File: src/lmd_defines.vh
// Opcode patterns, operation codes and word/cycle counts for the decoder.
`ifndef LMD_DEFINES_VH
`define LMD_DEFINES_VH

// Upper-byte opcodes.
`define LMD_UB_LACC_SHORT   8'hb9
`define LMD_UB_ZLO_LDHI     8'h6a
`define LMD_UB_ZACC_LDLO    8'h69
`define LMD_UB_LD_TSHIFT    8'h6b
`define LMD_UB_PAGE_DATA    8'h0d
`define LMD_UB_STAT_FIRST   8'h0e
`define LMD_UB_STAT_SECOND  8'h0f
`define LMD_UB_MAC          8'ha2
`define LMD_UB_MAC_MOVE     8'ha3
`define LMD_UB_MPY          8'h54
`define LMD_UB_MPY_ADD      8'h50
`define LMD_UB_MPY_SUB      8'h51
`define LMD_UB_MPY_UNS      8'h55
`define LMD_UB_NORMALIZE_OP         8'ha0
`define LMD_UB_OR_DATA      8'h6d

// Prefixes and full words.
`define LMD_PFX_AUX_DATA    5'h00
`define LMD_PFX_AUX_SHORT   5'h16
`define LMD_PFX_PAGE_IMM    7'h5e
`define LMD_NIB_LDT         4'h7
`define LMD_LDT_ONLY        4'h3
`define LMD_LDT_ACC         4'h0
`define LMD_LDT_ACC_MOVE    4'h2
`define LMD_LDT_PROD        4'h1
`define LMD_LDT_SUB         4'h4
`define LMD_PFX_AUX_LONG    13'h17e1
`define LMD_PFX_OR_SHIFT    12'hbfc
`define LMD_W_PAC           16'hbe03
`define LMD_W_OR_HIGH       16'hbe82

// Operation class codes.
`define LMD_OP_NONE          5'h00
`define LMD_OP_LACC_SHORT    5'h01
`define LMD_OP_ZLO_LDHI      5'h02
`define LMD_OP_ZACC_LDLO     5'h03
`define LMD_OP_LD_TSHIFT     5'h04
`define LMD_OP_AUX_DATA      5'h05
`define LMD_OP_AUX_SHORT     5'h06
`define LMD_OP_AUX_LONG      5'h07
`define LMD_OP_PAGE_DATA     5'h08
`define LMD_OP_PAGE_IMM      5'h09
`define LMD_OP_STAT_FIRST    5'h0a
`define LMD_OP_STAT_SECOND   5'h0b
`define LMD_OP_LDT           5'h0c
`define LMD_OP_LDT_ACC       5'h0d
`define LMD_OP_LDT_ACC_MOVE  5'h0e
`define LMD_OP_LDT_PROD      5'h0f
`define LMD_OP_LDT_SUB       5'h10
`define LMD_OP_MAC           5'h11
`define LMD_OP_MAC_MOVE      5'h12
`define LMD_OP_MPY           5'h13
`define LMD_OP_MPY_ADD       5'h14
`define LMD_OP_MPY_SUB       5'h15
`define LMD_OP_MPY_UNS       5'h16
`define LMD_OP_PAC           5'h17
`define LMD_OP_NORMALIZE_OP          5'h18
`define LMD_OP_OR_SHIFT      5'h19
`define LMD_OP_OR_HIGH       5'h1a
`define LMD_OP_OR_DATA       5'h1b

// Word and cycle counts.
`define LMD_WORDS_ONE   2'h1
`define LMD_WORDS_TWO   2'h2
`define LMD_CYC_ONE     2'h1
`define LMD_CYC_TWO     2'h2
`define LMD_CYC_THREE   2'h3

`endif

File: src/lmd_decoder.v
// Decoder for the load, multiply, normalize and OR instruction slice.
`timescale 1ns/1ps
// What this block does
// RULE1: Upper byte b9 loads accumulator with 8-bit constant; zero clears it.
// RULE2: Upper byte 6a zeroes low half, loads data into high half.
// RULE3: Upper byte 69 zeroes accumulator, loads low half unsigned.
// RULE4: Upper byte 6b loads accumulator shifted by multiplicand register.
// RULE5: Aux register load from data or 8-bit immediate, one word two cycles.
// RULE6: Word bf08-bf0f loads aux register from following constant, 2/2.
// RULE7: Page pointer load from data or 9-bit immediate, one word two cycles.
// RULE8: Upper bytes 0e and 0f load first and second status registers, 1/2.
// RULE9: Nibble 7 loads multiplicand with accumulate, move, product, subtract.
// RULE10: Upper bytes a2 and a3 multiply-accumulate, two words three cycles.
// RULE11: Upper byte 54 multiplies multiplicand by data into product.
// RULE12: Upper byte 50 multiplies and adds previous product.
// RULE13: Upper byte 51 multiplies subtracting product; 55 multiplies unsigned.
// RULE14: Word be03 copies product register into accumulator.
// RULE15: Upper byte a0 normalizes accumulator with address field update.
// RULE16: Words bfc0-bfcf OR shifted following constant into accumulator, 2/2.
// RULE17: Word be82 ORs following constant shifted by sixteen, 2/2.
// RULE18: Low byte is operand addressing: direct offset or indirect mode.
// RULE19: Report word and cycle counts; second word is operand, not opcode.

`include "lmd_defines.vh"

module lmd_decoder (
  input  wire        clk,
  input  wire        arst_n,
  input  wire [15:0] fetch_word,
  input  wire        fetch_valid,
  output reg         dec_valid_reg,
  output reg  [4:0]  op_class_reg,
  output reg  [1:0]  word_count_reg,
  output reg  [1:0]  cycle_count_reg,
  output reg  [2:0]  aux_reg_select_field_reg,
  output reg  [3:0]  shift_amount_field_reg,
  output reg  [8:0]  immediate_reg,
  output reg  [7:0]  operand_address_field_reg,
  output reg         indirect_mode_reg,
  output reg  [15:0] second_word_reg,
  output reg         second_valid_reg
);

  // ********************************************************************
  // Reset release.
  // ********************************************************************
  // Reset asserts at once but releases on a clock edge, so no register
  // leaves reset in a different cycle from its neighbours.
  reg rst_meta_reg;
  reg rst_sync_n_reg;

  always @(posedge clk or negedge arst_n) begin
    if (!arst_n) begin
      rst_meta_reg   <= 1'b0;
      rst_sync_n_reg <= 1'b0;
    end else begin
      rst_meta_reg   <= 1'b1;
      rst_sync_n_reg <= rst_meta_reg;
    end
  end

  // ********************************************************************
  // Opcode classification.
  // ********************************************************************
  // Packs class, word count and cycle count for one opcode word.
  function [8:0] lmd_classify;
    input [15:0] w;
    reg   [4:0]  op;
    reg   [1:0]  wc;
    reg   [1:0]  cc;
    begin
      op = `LMD_OP_NONE;
      wc = `LMD_WORDS_ONE;
      cc = `LMD_CYC_ONE;
      if (w == `LMD_W_PAC) begin
        op = `LMD_OP_PAC; // [RULE14]
        wc = `LMD_WORDS_ONE;
        cc = `LMD_CYC_ONE;
      end else if (w == `LMD_W_OR_HIGH) begin
        op = `LMD_OP_OR_HIGH; // [RULE17]
        wc = `LMD_WORDS_TWO;
        cc = `LMD_CYC_TWO;
      end else if (w[15:3] == `LMD_PFX_AUX_LONG) begin
        op = `LMD_OP_AUX_LONG; // [RULE6]
        wc = `LMD_WORDS_TWO;
        cc = `LMD_CYC_TWO;
      end else if (w[15:4] == `LMD_PFX_OR_SHIFT) begin
        op = `LMD_OP_OR_SHIFT; // [RULE16]
        wc = `LMD_WORDS_TWO;
        cc = `LMD_CYC_TWO;
      end else if (w[15:9] == `LMD_PFX_PAGE_IMM) begin
        op = `LMD_OP_PAGE_IMM; // [RULE7]
        wc = `LMD_WORDS_ONE;
        cc = `LMD_CYC_TWO;
      end else if (w[15:11] == `LMD_PFX_AUX_SHORT) begin
        op = `LMD_OP_AUX_SHORT; // [RULE5]
        wc = `LMD_WORDS_ONE;
        cc = `LMD_CYC_TWO;
      end else if (w[15:11] == `LMD_PFX_AUX_DATA) begin
        op = `LMD_OP_AUX_DATA; // [RULE5]
        wc = `LMD_WORDS_ONE;
        cc = `LMD_CYC_TWO;
      end else if (w[15:12] == `LMD_NIB_LDT) begin
        case (w[11:8]) // [RULE9]
          `LMD_LDT_ONLY: begin
            op = `LMD_OP_LDT;
            wc = `LMD_WORDS_ONE;
            cc = `LMD_CYC_ONE;
          end
          `LMD_LDT_ACC: begin
            op = `LMD_OP_LDT_ACC;
            wc = `LMD_WORDS_ONE;
            cc = `LMD_CYC_ONE;
          end
          `LMD_LDT_ACC_MOVE: begin
            op = `LMD_OP_LDT_ACC_MOVE;
            wc = `LMD_WORDS_ONE;
            cc = `LMD_CYC_ONE;
          end
          `LMD_LDT_PROD: begin
            op = `LMD_OP_LDT_PROD;
            wc = `LMD_WORDS_ONE;
            cc = `LMD_CYC_ONE;
          end
          `LMD_LDT_SUB: begin
            op = `LMD_OP_LDT_SUB;
            wc = `LMD_WORDS_ONE;
            cc = `LMD_CYC_ONE;
          end
          default: begin
            op = `LMD_OP_NONE;
            wc = `LMD_WORDS_ONE;
            cc = `LMD_CYC_ONE;
          end
        endcase
      end else begin
        case (w[15:8])
          `LMD_UB_LACC_SHORT: begin
            op = `LMD_OP_LACC_SHORT; // [RULE1]
            wc = `LMD_WORDS_ONE;
            cc = `LMD_CYC_ONE;
          end
          `LMD_UB_ZLO_LDHI: begin
            op = `LMD_OP_ZLO_LDHI; // [RULE2]
            wc = `LMD_WORDS_ONE;
            cc = `LMD_CYC_ONE;
          end
          `LMD_UB_ZACC_LDLO: begin
            op = `LMD_OP_ZACC_LDLO; // [RULE3]
            wc = `LMD_WORDS_ONE;
            cc = `LMD_CYC_ONE;
          end
          `LMD_UB_LD_TSHIFT: begin
            op = `LMD_OP_LD_TSHIFT; // [RULE4]
            wc = `LMD_WORDS_ONE;
            cc = `LMD_CYC_ONE;
          end
          `LMD_UB_PAGE_DATA: begin
            op = `LMD_OP_PAGE_DATA; // [RULE7]
            wc = `LMD_WORDS_ONE;
            cc = `LMD_CYC_TWO;
          end
          `LMD_UB_STAT_FIRST: begin
            op = `LMD_OP_STAT_FIRST; // [RULE8]
            wc = `LMD_WORDS_ONE;
            cc = `LMD_CYC_TWO;
          end
          `LMD_UB_STAT_SECOND: begin
            op = `LMD_OP_STAT_SECOND; // [RULE8]
            wc = `LMD_WORDS_ONE;
            cc = `LMD_CYC_TWO;
          end
          `LMD_UB_MAC: begin
            op = `LMD_OP_MAC; // [RULE10]
            wc = `LMD_WORDS_TWO;
            cc = `LMD_CYC_THREE;
          end
          `LMD_UB_MAC_MOVE: begin
            op = `LMD_OP_MAC_MOVE; // [RULE10]
            wc = `LMD_WORDS_TWO;
            cc = `LMD_CYC_THREE;
          end
          `LMD_UB_MPY: begin
            op = `LMD_OP_MPY; // [RULE11]
            wc = `LMD_WORDS_ONE;
            cc = `LMD_CYC_ONE;
          end
          `LMD_UB_MPY_ADD: begin
            op = `LMD_OP_MPY_ADD; // [RULE12]
            wc = `LMD_WORDS_ONE;
            cc = `LMD_CYC_ONE;
          end
          `LMD_UB_MPY_SUB: begin
            op = `LMD_OP_MPY_SUB; // [RULE13]
            wc = `LMD_WORDS_ONE;
            cc = `LMD_CYC_ONE;
          end
          `LMD_UB_MPY_UNS: begin
            op = `LMD_OP_MPY_UNS; // [RULE13]
            wc = `LMD_WORDS_ONE;
            cc = `LMD_CYC_ONE;
          end
          `LMD_UB_NORMALIZE_OP: begin
            op = `LMD_OP_NORMALIZE_OP; // [RULE15]
            wc = `LMD_WORDS_ONE;
            cc = `LMD_CYC_ONE;
          end
          `LMD_UB_OR_DATA: begin
            op = `LMD_OP_OR_DATA;
            wc = `LMD_WORDS_ONE;
            cc = `LMD_CYC_ONE;
          end
          // Words outside the slice report one word, so an unknown opcode
          // can never swallow the word that follows it.
          default: begin
            op = `LMD_OP_NONE;
            wc = `LMD_WORDS_ONE;
            cc = `LMD_CYC_ONE;
          end
        endcase
      end
      lmd_classify = {op, wc, cc};
    end
  endfunction

  // ********************************************************************
  // Fetch sequencing.
  // ********************************************************************
  // One-hot: expecting an opcode, or expecting the operand word.
  localparam [1:0] ST_OPCODE  = 2'b01;
  localparam [1:0] ST_OPERAND = 2'b10;

  reg  [1:0] state_reg;
  reg  [1:0] state_next;
  wire [8:0] cls = lmd_classify(fetch_word);
  wire [4:0] cls_op = cls[8:4];
  wire [1:0] cls_wc = cls[3:2];
  wire [1:0] cls_cc = cls[1:0];

  // ********************************************************************
  // Word acceptance.
  // ********************************************************************
  wire       take_opcode = fetch_valid && state_reg == ST_OPCODE;
  wire       take_operand = fetch_valid && state_reg == ST_OPERAND;

  // The second word is never decoded; it only fills the operand slot.
  always @* begin
    state_next = state_reg;
    case (state_reg)
      ST_OPCODE: begin
        if (take_opcode && cls_wc == `LMD_WORDS_TWO) begin
          state_next = ST_OPERAND; // [RULE19]
        end
      end
      ST_OPERAND: begin
        if (take_operand) begin
          state_next = ST_OPCODE; // [RULE19]
        end
      end
      default: begin
        // A corrupted state falls back to opcode decoding.
        state_next = ST_OPCODE;
      end
    endcase
  end

  // ********************************************************************
  // Field extraction.
  // ********************************************************************
  // Next values for the decode fields, taken from the word on the bus.
  reg [2:0] aux_sel_next;
  reg [8:0] imm_next;

  always @* begin
    aux_sel_next = fetch_word[10:8]; // [RULE5]
    imm_next     = {1'b0, fetch_word[7:0]}; // [RULE1]
    // Select sits in 10:8 for short forms, in 2:0 for the long form.
    if (cls_op == `LMD_OP_AUX_LONG) begin
      aux_sel_next = fetch_word[2:0]; // [RULE6]
    end
    // Short constant 00 is a clear; page immediate keeps nine bits.
    if (cls_op == `LMD_OP_PAGE_IMM) begin
      imm_next = fetch_word[8:0]; // [RULE7]
    end
  end

  // ********************************************************************
  // Sequencing registers.
  // ********************************************************************
  always @(posedge clk or negedge rst_sync_n_reg) begin
    if (!rst_sync_n_reg) begin
      state_reg <= ST_OPCODE;
    end else begin
      state_reg <= state_next; // [RULE19]
    end
  end

  always @(posedge clk or negedge rst_sync_n_reg) begin
    if (!rst_sync_n_reg) begin
      dec_valid_reg    <= 1'b0;
      second_valid_reg <= 1'b0;
    end else begin
      dec_valid_reg    <= take_opcode;
      second_valid_reg <= take_operand; // [RULE19]
    end
  end

  // ********************************************************************
  // Decode field registers.
  // ********************************************************************
  // Fields hold until the next opcode, so the pipeline may read them late.
  always @(posedge clk or negedge rst_sync_n_reg) begin
    if (!rst_sync_n_reg) begin
      op_class_reg              <= `LMD_OP_NONE;
      word_count_reg            <= `LMD_WORDS_ONE;
      cycle_count_reg           <= `LMD_CYC_ONE;
      aux_reg_select_field_reg  <= 3'h0;
      shift_amount_field_reg    <= 4'h0;
      immediate_reg             <= 9'h000;
      operand_address_field_reg <= 8'h00;
      indirect_mode_reg         <= 1'b0;
    end else if (take_opcode) begin
      op_class_reg              <= cls_op;
      word_count_reg            <= cls_wc; // [RULE19]
      cycle_count_reg           <= cls_cc; // [RULE19]
      aux_reg_select_field_reg  <= aux_sel_next; // [RULE5]
      shift_amount_field_reg    <= fetch_word[3:0]; // [RULE16]
      immediate_reg             <= imm_next; // [RULE1]
      operand_address_field_reg <= fetch_word[7:0]; // [RULE18]
      indirect_mode_reg         <= fetch_word[7]; // [RULE18]
    end
  end

  // ********************************************************************
  // Operand capture.
  // ********************************************************************
  // The operand word is stored raw; its meaning depends on the opcode.
  always @(posedge clk or negedge rst_sync_n_reg) begin
    if (!rst_sync_n_reg) begin
      second_word_reg <= 16'h0000;
    end else if (take_operand) begin
      second_word_reg <= fetch_word; // [RULE10]
    end
  end

endmodule // lmd_decoder

File: config.mk
export PLATFORM = sky130hd
export DESIGN_NAME = lmd_decoder
export DESIGN_NICKNAME = d
export VERILOG_FILES = /design/src/lmd_decoder.v
export VERILOG_INCLUDE_DIRS = /design/src
export SDC_FILE = /design/constraint.sdc
export NUM_CORES = 1
export LEC_CHECK = 0
export ABC_AREA = 1
export BUFFER_PORTS_ARGS = -buffer_cell sky130_fd_sc_hd__buf_2
export CORE_ASPECT_RATIO = 0.9
export CORE_MARGIN = 2
export CORE_UTILIZATION = 55
export CTS_CLUSTER_SIZE = 14
export DETAILED_ROUTE_END_ITERATION = 8
export PLACE_DENSITY = 0.85
export SETUP_SLACK_MARGIN = 0.05
export SLEW_MARGIN = 5
export SYNTH_ARGS = -nofsm -noshare
export SYNTH_HDL_FRONTEND = slang
export SYNTH_SLANG_ARGS = --single-unit
File: constraint.sdc
create_clock -name clk -period 2.5 [get_ports clk]
set_input_delay 0.375 -clock clk [delete_from_list [all_inputs] [get_ports clk]]
set_output_delay 0.375 -clock clk [all_outputs]
set_load 0.005 [all_outputs]
==> summary.md <==
| Metric | Value |
|---|---|
| Worst path arrival time | `1.91 ns` |
| CTS Buf Count | `5` |
| Vias per cell | `5.32` |
| HPWL Detailed | `between 4000 and 5000 µm` |
| Number of top-level pins | `just over 70` |
| Share of cells above drive strength 1 | `0.262` |
| First-pass GRT wire length | `8870 µm` |
| Fin crit share | `0.689` |
| Number of distinct library cells after synthesis | `29` |
| R2R setup slack | `slightly below 0.8 ns` |
| Gr busiest metal | `met2` |
| Gate Count Post-Synth | `304` |
| Deepest clock path buffer count | `2` |
| Die area | `0.00471 mm²` |
| FF-to-FF Start | `state_reg[0]` |
| Tot GR Track Use | `0.245` |
| DRT Wirelength | `5280 µm` |
| WP buf/inv | `4` |
| Final Hold Viols | `0` |
| IO buf count | `70` |
| Slew of the pin with the lowest slew margin | `0.749 ns` |
| Top FF cell, synth | `dfrtp_1` |
| Max_slew headroom | `0.500` |
| DRT Pass-1 Iters | `7` |
| Design Power | `0.00156 W` |
| Core area | `0.00405 mm²` |
| Footprint of the multi-input gates | `951 µm²` |
| Routability cong. | `0.967` |
| Largest register FFs | `16` |
| Setup Viol. Count Final | `0` |
| Layout Nets | `between 300 and 400` |
| Critical path type | `reg2reg` |
| Max Clock Freq | `581 MHz` |
| Fillers | `346` |
| Root Buffer | `clkbuf_8` |
| DR iter-0 viols | `210` |
| Worst-path maximum fanout | `22` |
| Critical Path End Type | `register` |
| RSZ-0062 raised after global routing | `false` |
| Delay-heaviest family, CP | `buffers and inverters` |
| Overflow after GRT | `0` |
| Met3 usage | `0.0445` |
| Initial antenna violation count | `0` |
| EDFF count, synth | `0` |
| Seq/Total Area, Yosys | `0.470` |
| Critical Path Max Stage Delay | `~0.55 ns` |
| Via count of the first global-routing pass | `1969` |
| Synth-to-Final Area Change | `18.5%` |
| Worst Path Required | `between 2 and 3 ns` |
| Clock Sink Count | `43` |
| Avg Cell Area, Syn | `7.56 µm²` |
| Max cap viols | `0` |
| Setup TNS | `0 ns` |
| Met2 GRT Util | `0.390` |
| Final min period | `approximately 1.7 ns` |
| Post-cts resize count | `0` |
| Initial Utilization | `0.568` |
| CTS tree | `yes` |
| Warnings from Yosys | `0` |
| Peak supply drop | `338 µV` |
| Syn_nets | `323` |
| Height of the die | `~65 µm` |
| Die span in x | `72.1 µm` |
| CP Cell Sequence | `inv_1 > nor3_2 > buf_4 > inv_1 > buf_4 > o41ai_1` |
| Pins Over Slew Limit | `0` |
| Synthesized area | `between 0.002 and 0.0025 mm²` |
| Clock Skews | `0.00513 ns` |
| CP Launch Type | `register` |
| Worst r2r dst | `immediate_reg[8]` |
| Finished Core Util | `0.673` |
| WL/cell | `12.8 µm` |
| Largest net degree at the start of global routing | `33` |
| DR vias | `2203` |
| Row cnt | `22` |
| Synth async-reset ratio | `1.00` |
| Register area | `between 0.001 and 0.0015 mm²` |
| Clk Latency, worst-skew pair | `0.30 ns` |
| Critical Path Stages | `6` |
| Cell depth of the worst flop-to-flop path | `6` |
| Number of synthesized register bits | `43` |
| # DRC | `0` |
| DRT antenna net count | `0` |
| Slowest CP cell | `dfstp_2` |
| Hold crit path type | `reg2async` |
| Met1 usage | `0.333` |
| Ant diodes | `0` |
| Reg clk slew, reported paths | `0.08 ns` |
| Leakage power | `1.56 nW` |
| PD cells | `572 mW/mm²` |
| Outcome | `finished clean` |
| H-tree lvl count | `2` |
worst reg2reg max path: stages, from the launching register on:
cell     delay [ns]
dfstp_2        0.55
inv_1          0.05
nor3_2         0.14
buf_4          0.21
inv_1          0.16
buf_4          0.24
o41ai_1        0.27
metrics by stage:
stage | area (µm²) | instances | hold WS, ns | setup WS [ns]
finish | 2720 | 414 | 0.205 | 0.778
global route | 2720 | 414 | 0.254 | 0.703
CTS | 2720 | 414 | 0.220 | 0.797
detailed placement | 2590 | 405 | 0.162 | 0.747
global placement | 2590 | 405 | 0.160 | 0.759
floorplan | 2300 | 304 | 0.0794 | 0.977
cell usage in the layout (no fill, tap or decap), drive strengths merged, types with 6 or more instances in the layout:
| master | n |
|---|---|
| nand4 | 10 |
| dfrtp | 40 |
| inv | 33 |
| nor2 | 34 |
| o21ai | 33 |
| nor3 | 9 |
| nand2 | 92 |
| nand3 | 15 |
| clkbuf | 6 |
| buf | 74 |
routing by layer:
layer	part of all wire	wire (µm)	up-vias
met5	0	0	-
li1	-	-	1082
met3	0.077	406	12
met1	0.44	2330	1000
met4	0.023	122	0
met2	0.46	2420	109
repair_timing:
| action | 4_1_cts | 5_1_grt |
|---|---|---|
| endpoints found under the hold margin | 2 | 0 |
| hold buffers | 1 | 0 |
| setup buffers | 0 | 0 |
cells in the mapped netlist, types with 3 or more instances:
library cell / n / area share
nand2_2: 4 / 0.011
dfstp_2: 3 / 0.034
nor2_1: 32 / 0.052
nand2_1: 87 / 0.14
inv_1: 32 / 0.052
nand4_1: 10 / 0.027
a21oi_1: 3 / 0.0065
buf_4: 13 / 0.042
dfrtp_1: 40 / 0.44
clkbuf_1: 6 / 0.0098
nor3_1: 8 / 0.017
o21ai_0: 32 / 0.070
nand3_1: 15 / 0.033
where the power goes:
group          internal, W  leakage, nW  switching [W]  total, W
Clock             0.000323       0.0612       0.000230  0.000553
Combinational    0.0000937        0.959       0.000136  0.000229
Sequential        0.000746        0.540      0.0000294  0.000776
worst max-delay path by stage:
stage,from,endpoint
floorplan,state_reg[0],op_class_reg[2]
global placement,fetch_word[14],aux_reg_select_field_reg[2]
detailed placement,fetch_word[14],aux_reg_select_field_reg[2]
CTS,state_reg[0],immediate_reg[8]
global route,state_reg[0],immediate_reg[8]
finish,state_reg[0],immediate_reg[8]
area by class of cell:
class,instances,share of cell area
clock buffer,6,0.0303
inverter,33,0.0455
timing repair buffer,75,0.143
sequential,43,0.397
multi-input combinational,207,0.349
tap,48,0.0221
clock inverter,2,0.0129
logic make-up after synthesis:
| group | after synthesis | share of synthesized area |
|---|---|---|
| buffers and inverters | 54 | 0.116 |
| AND/OR/NAND/NOR | 166 | 0.319 |
| other | 1 | 0.00163 |
| AO/OA/AOI/OAI | 40 | 0.0931 |
| flip-flops | 43 | 0.470 |
Note: power is estimated with default switching activity, not from simulation.
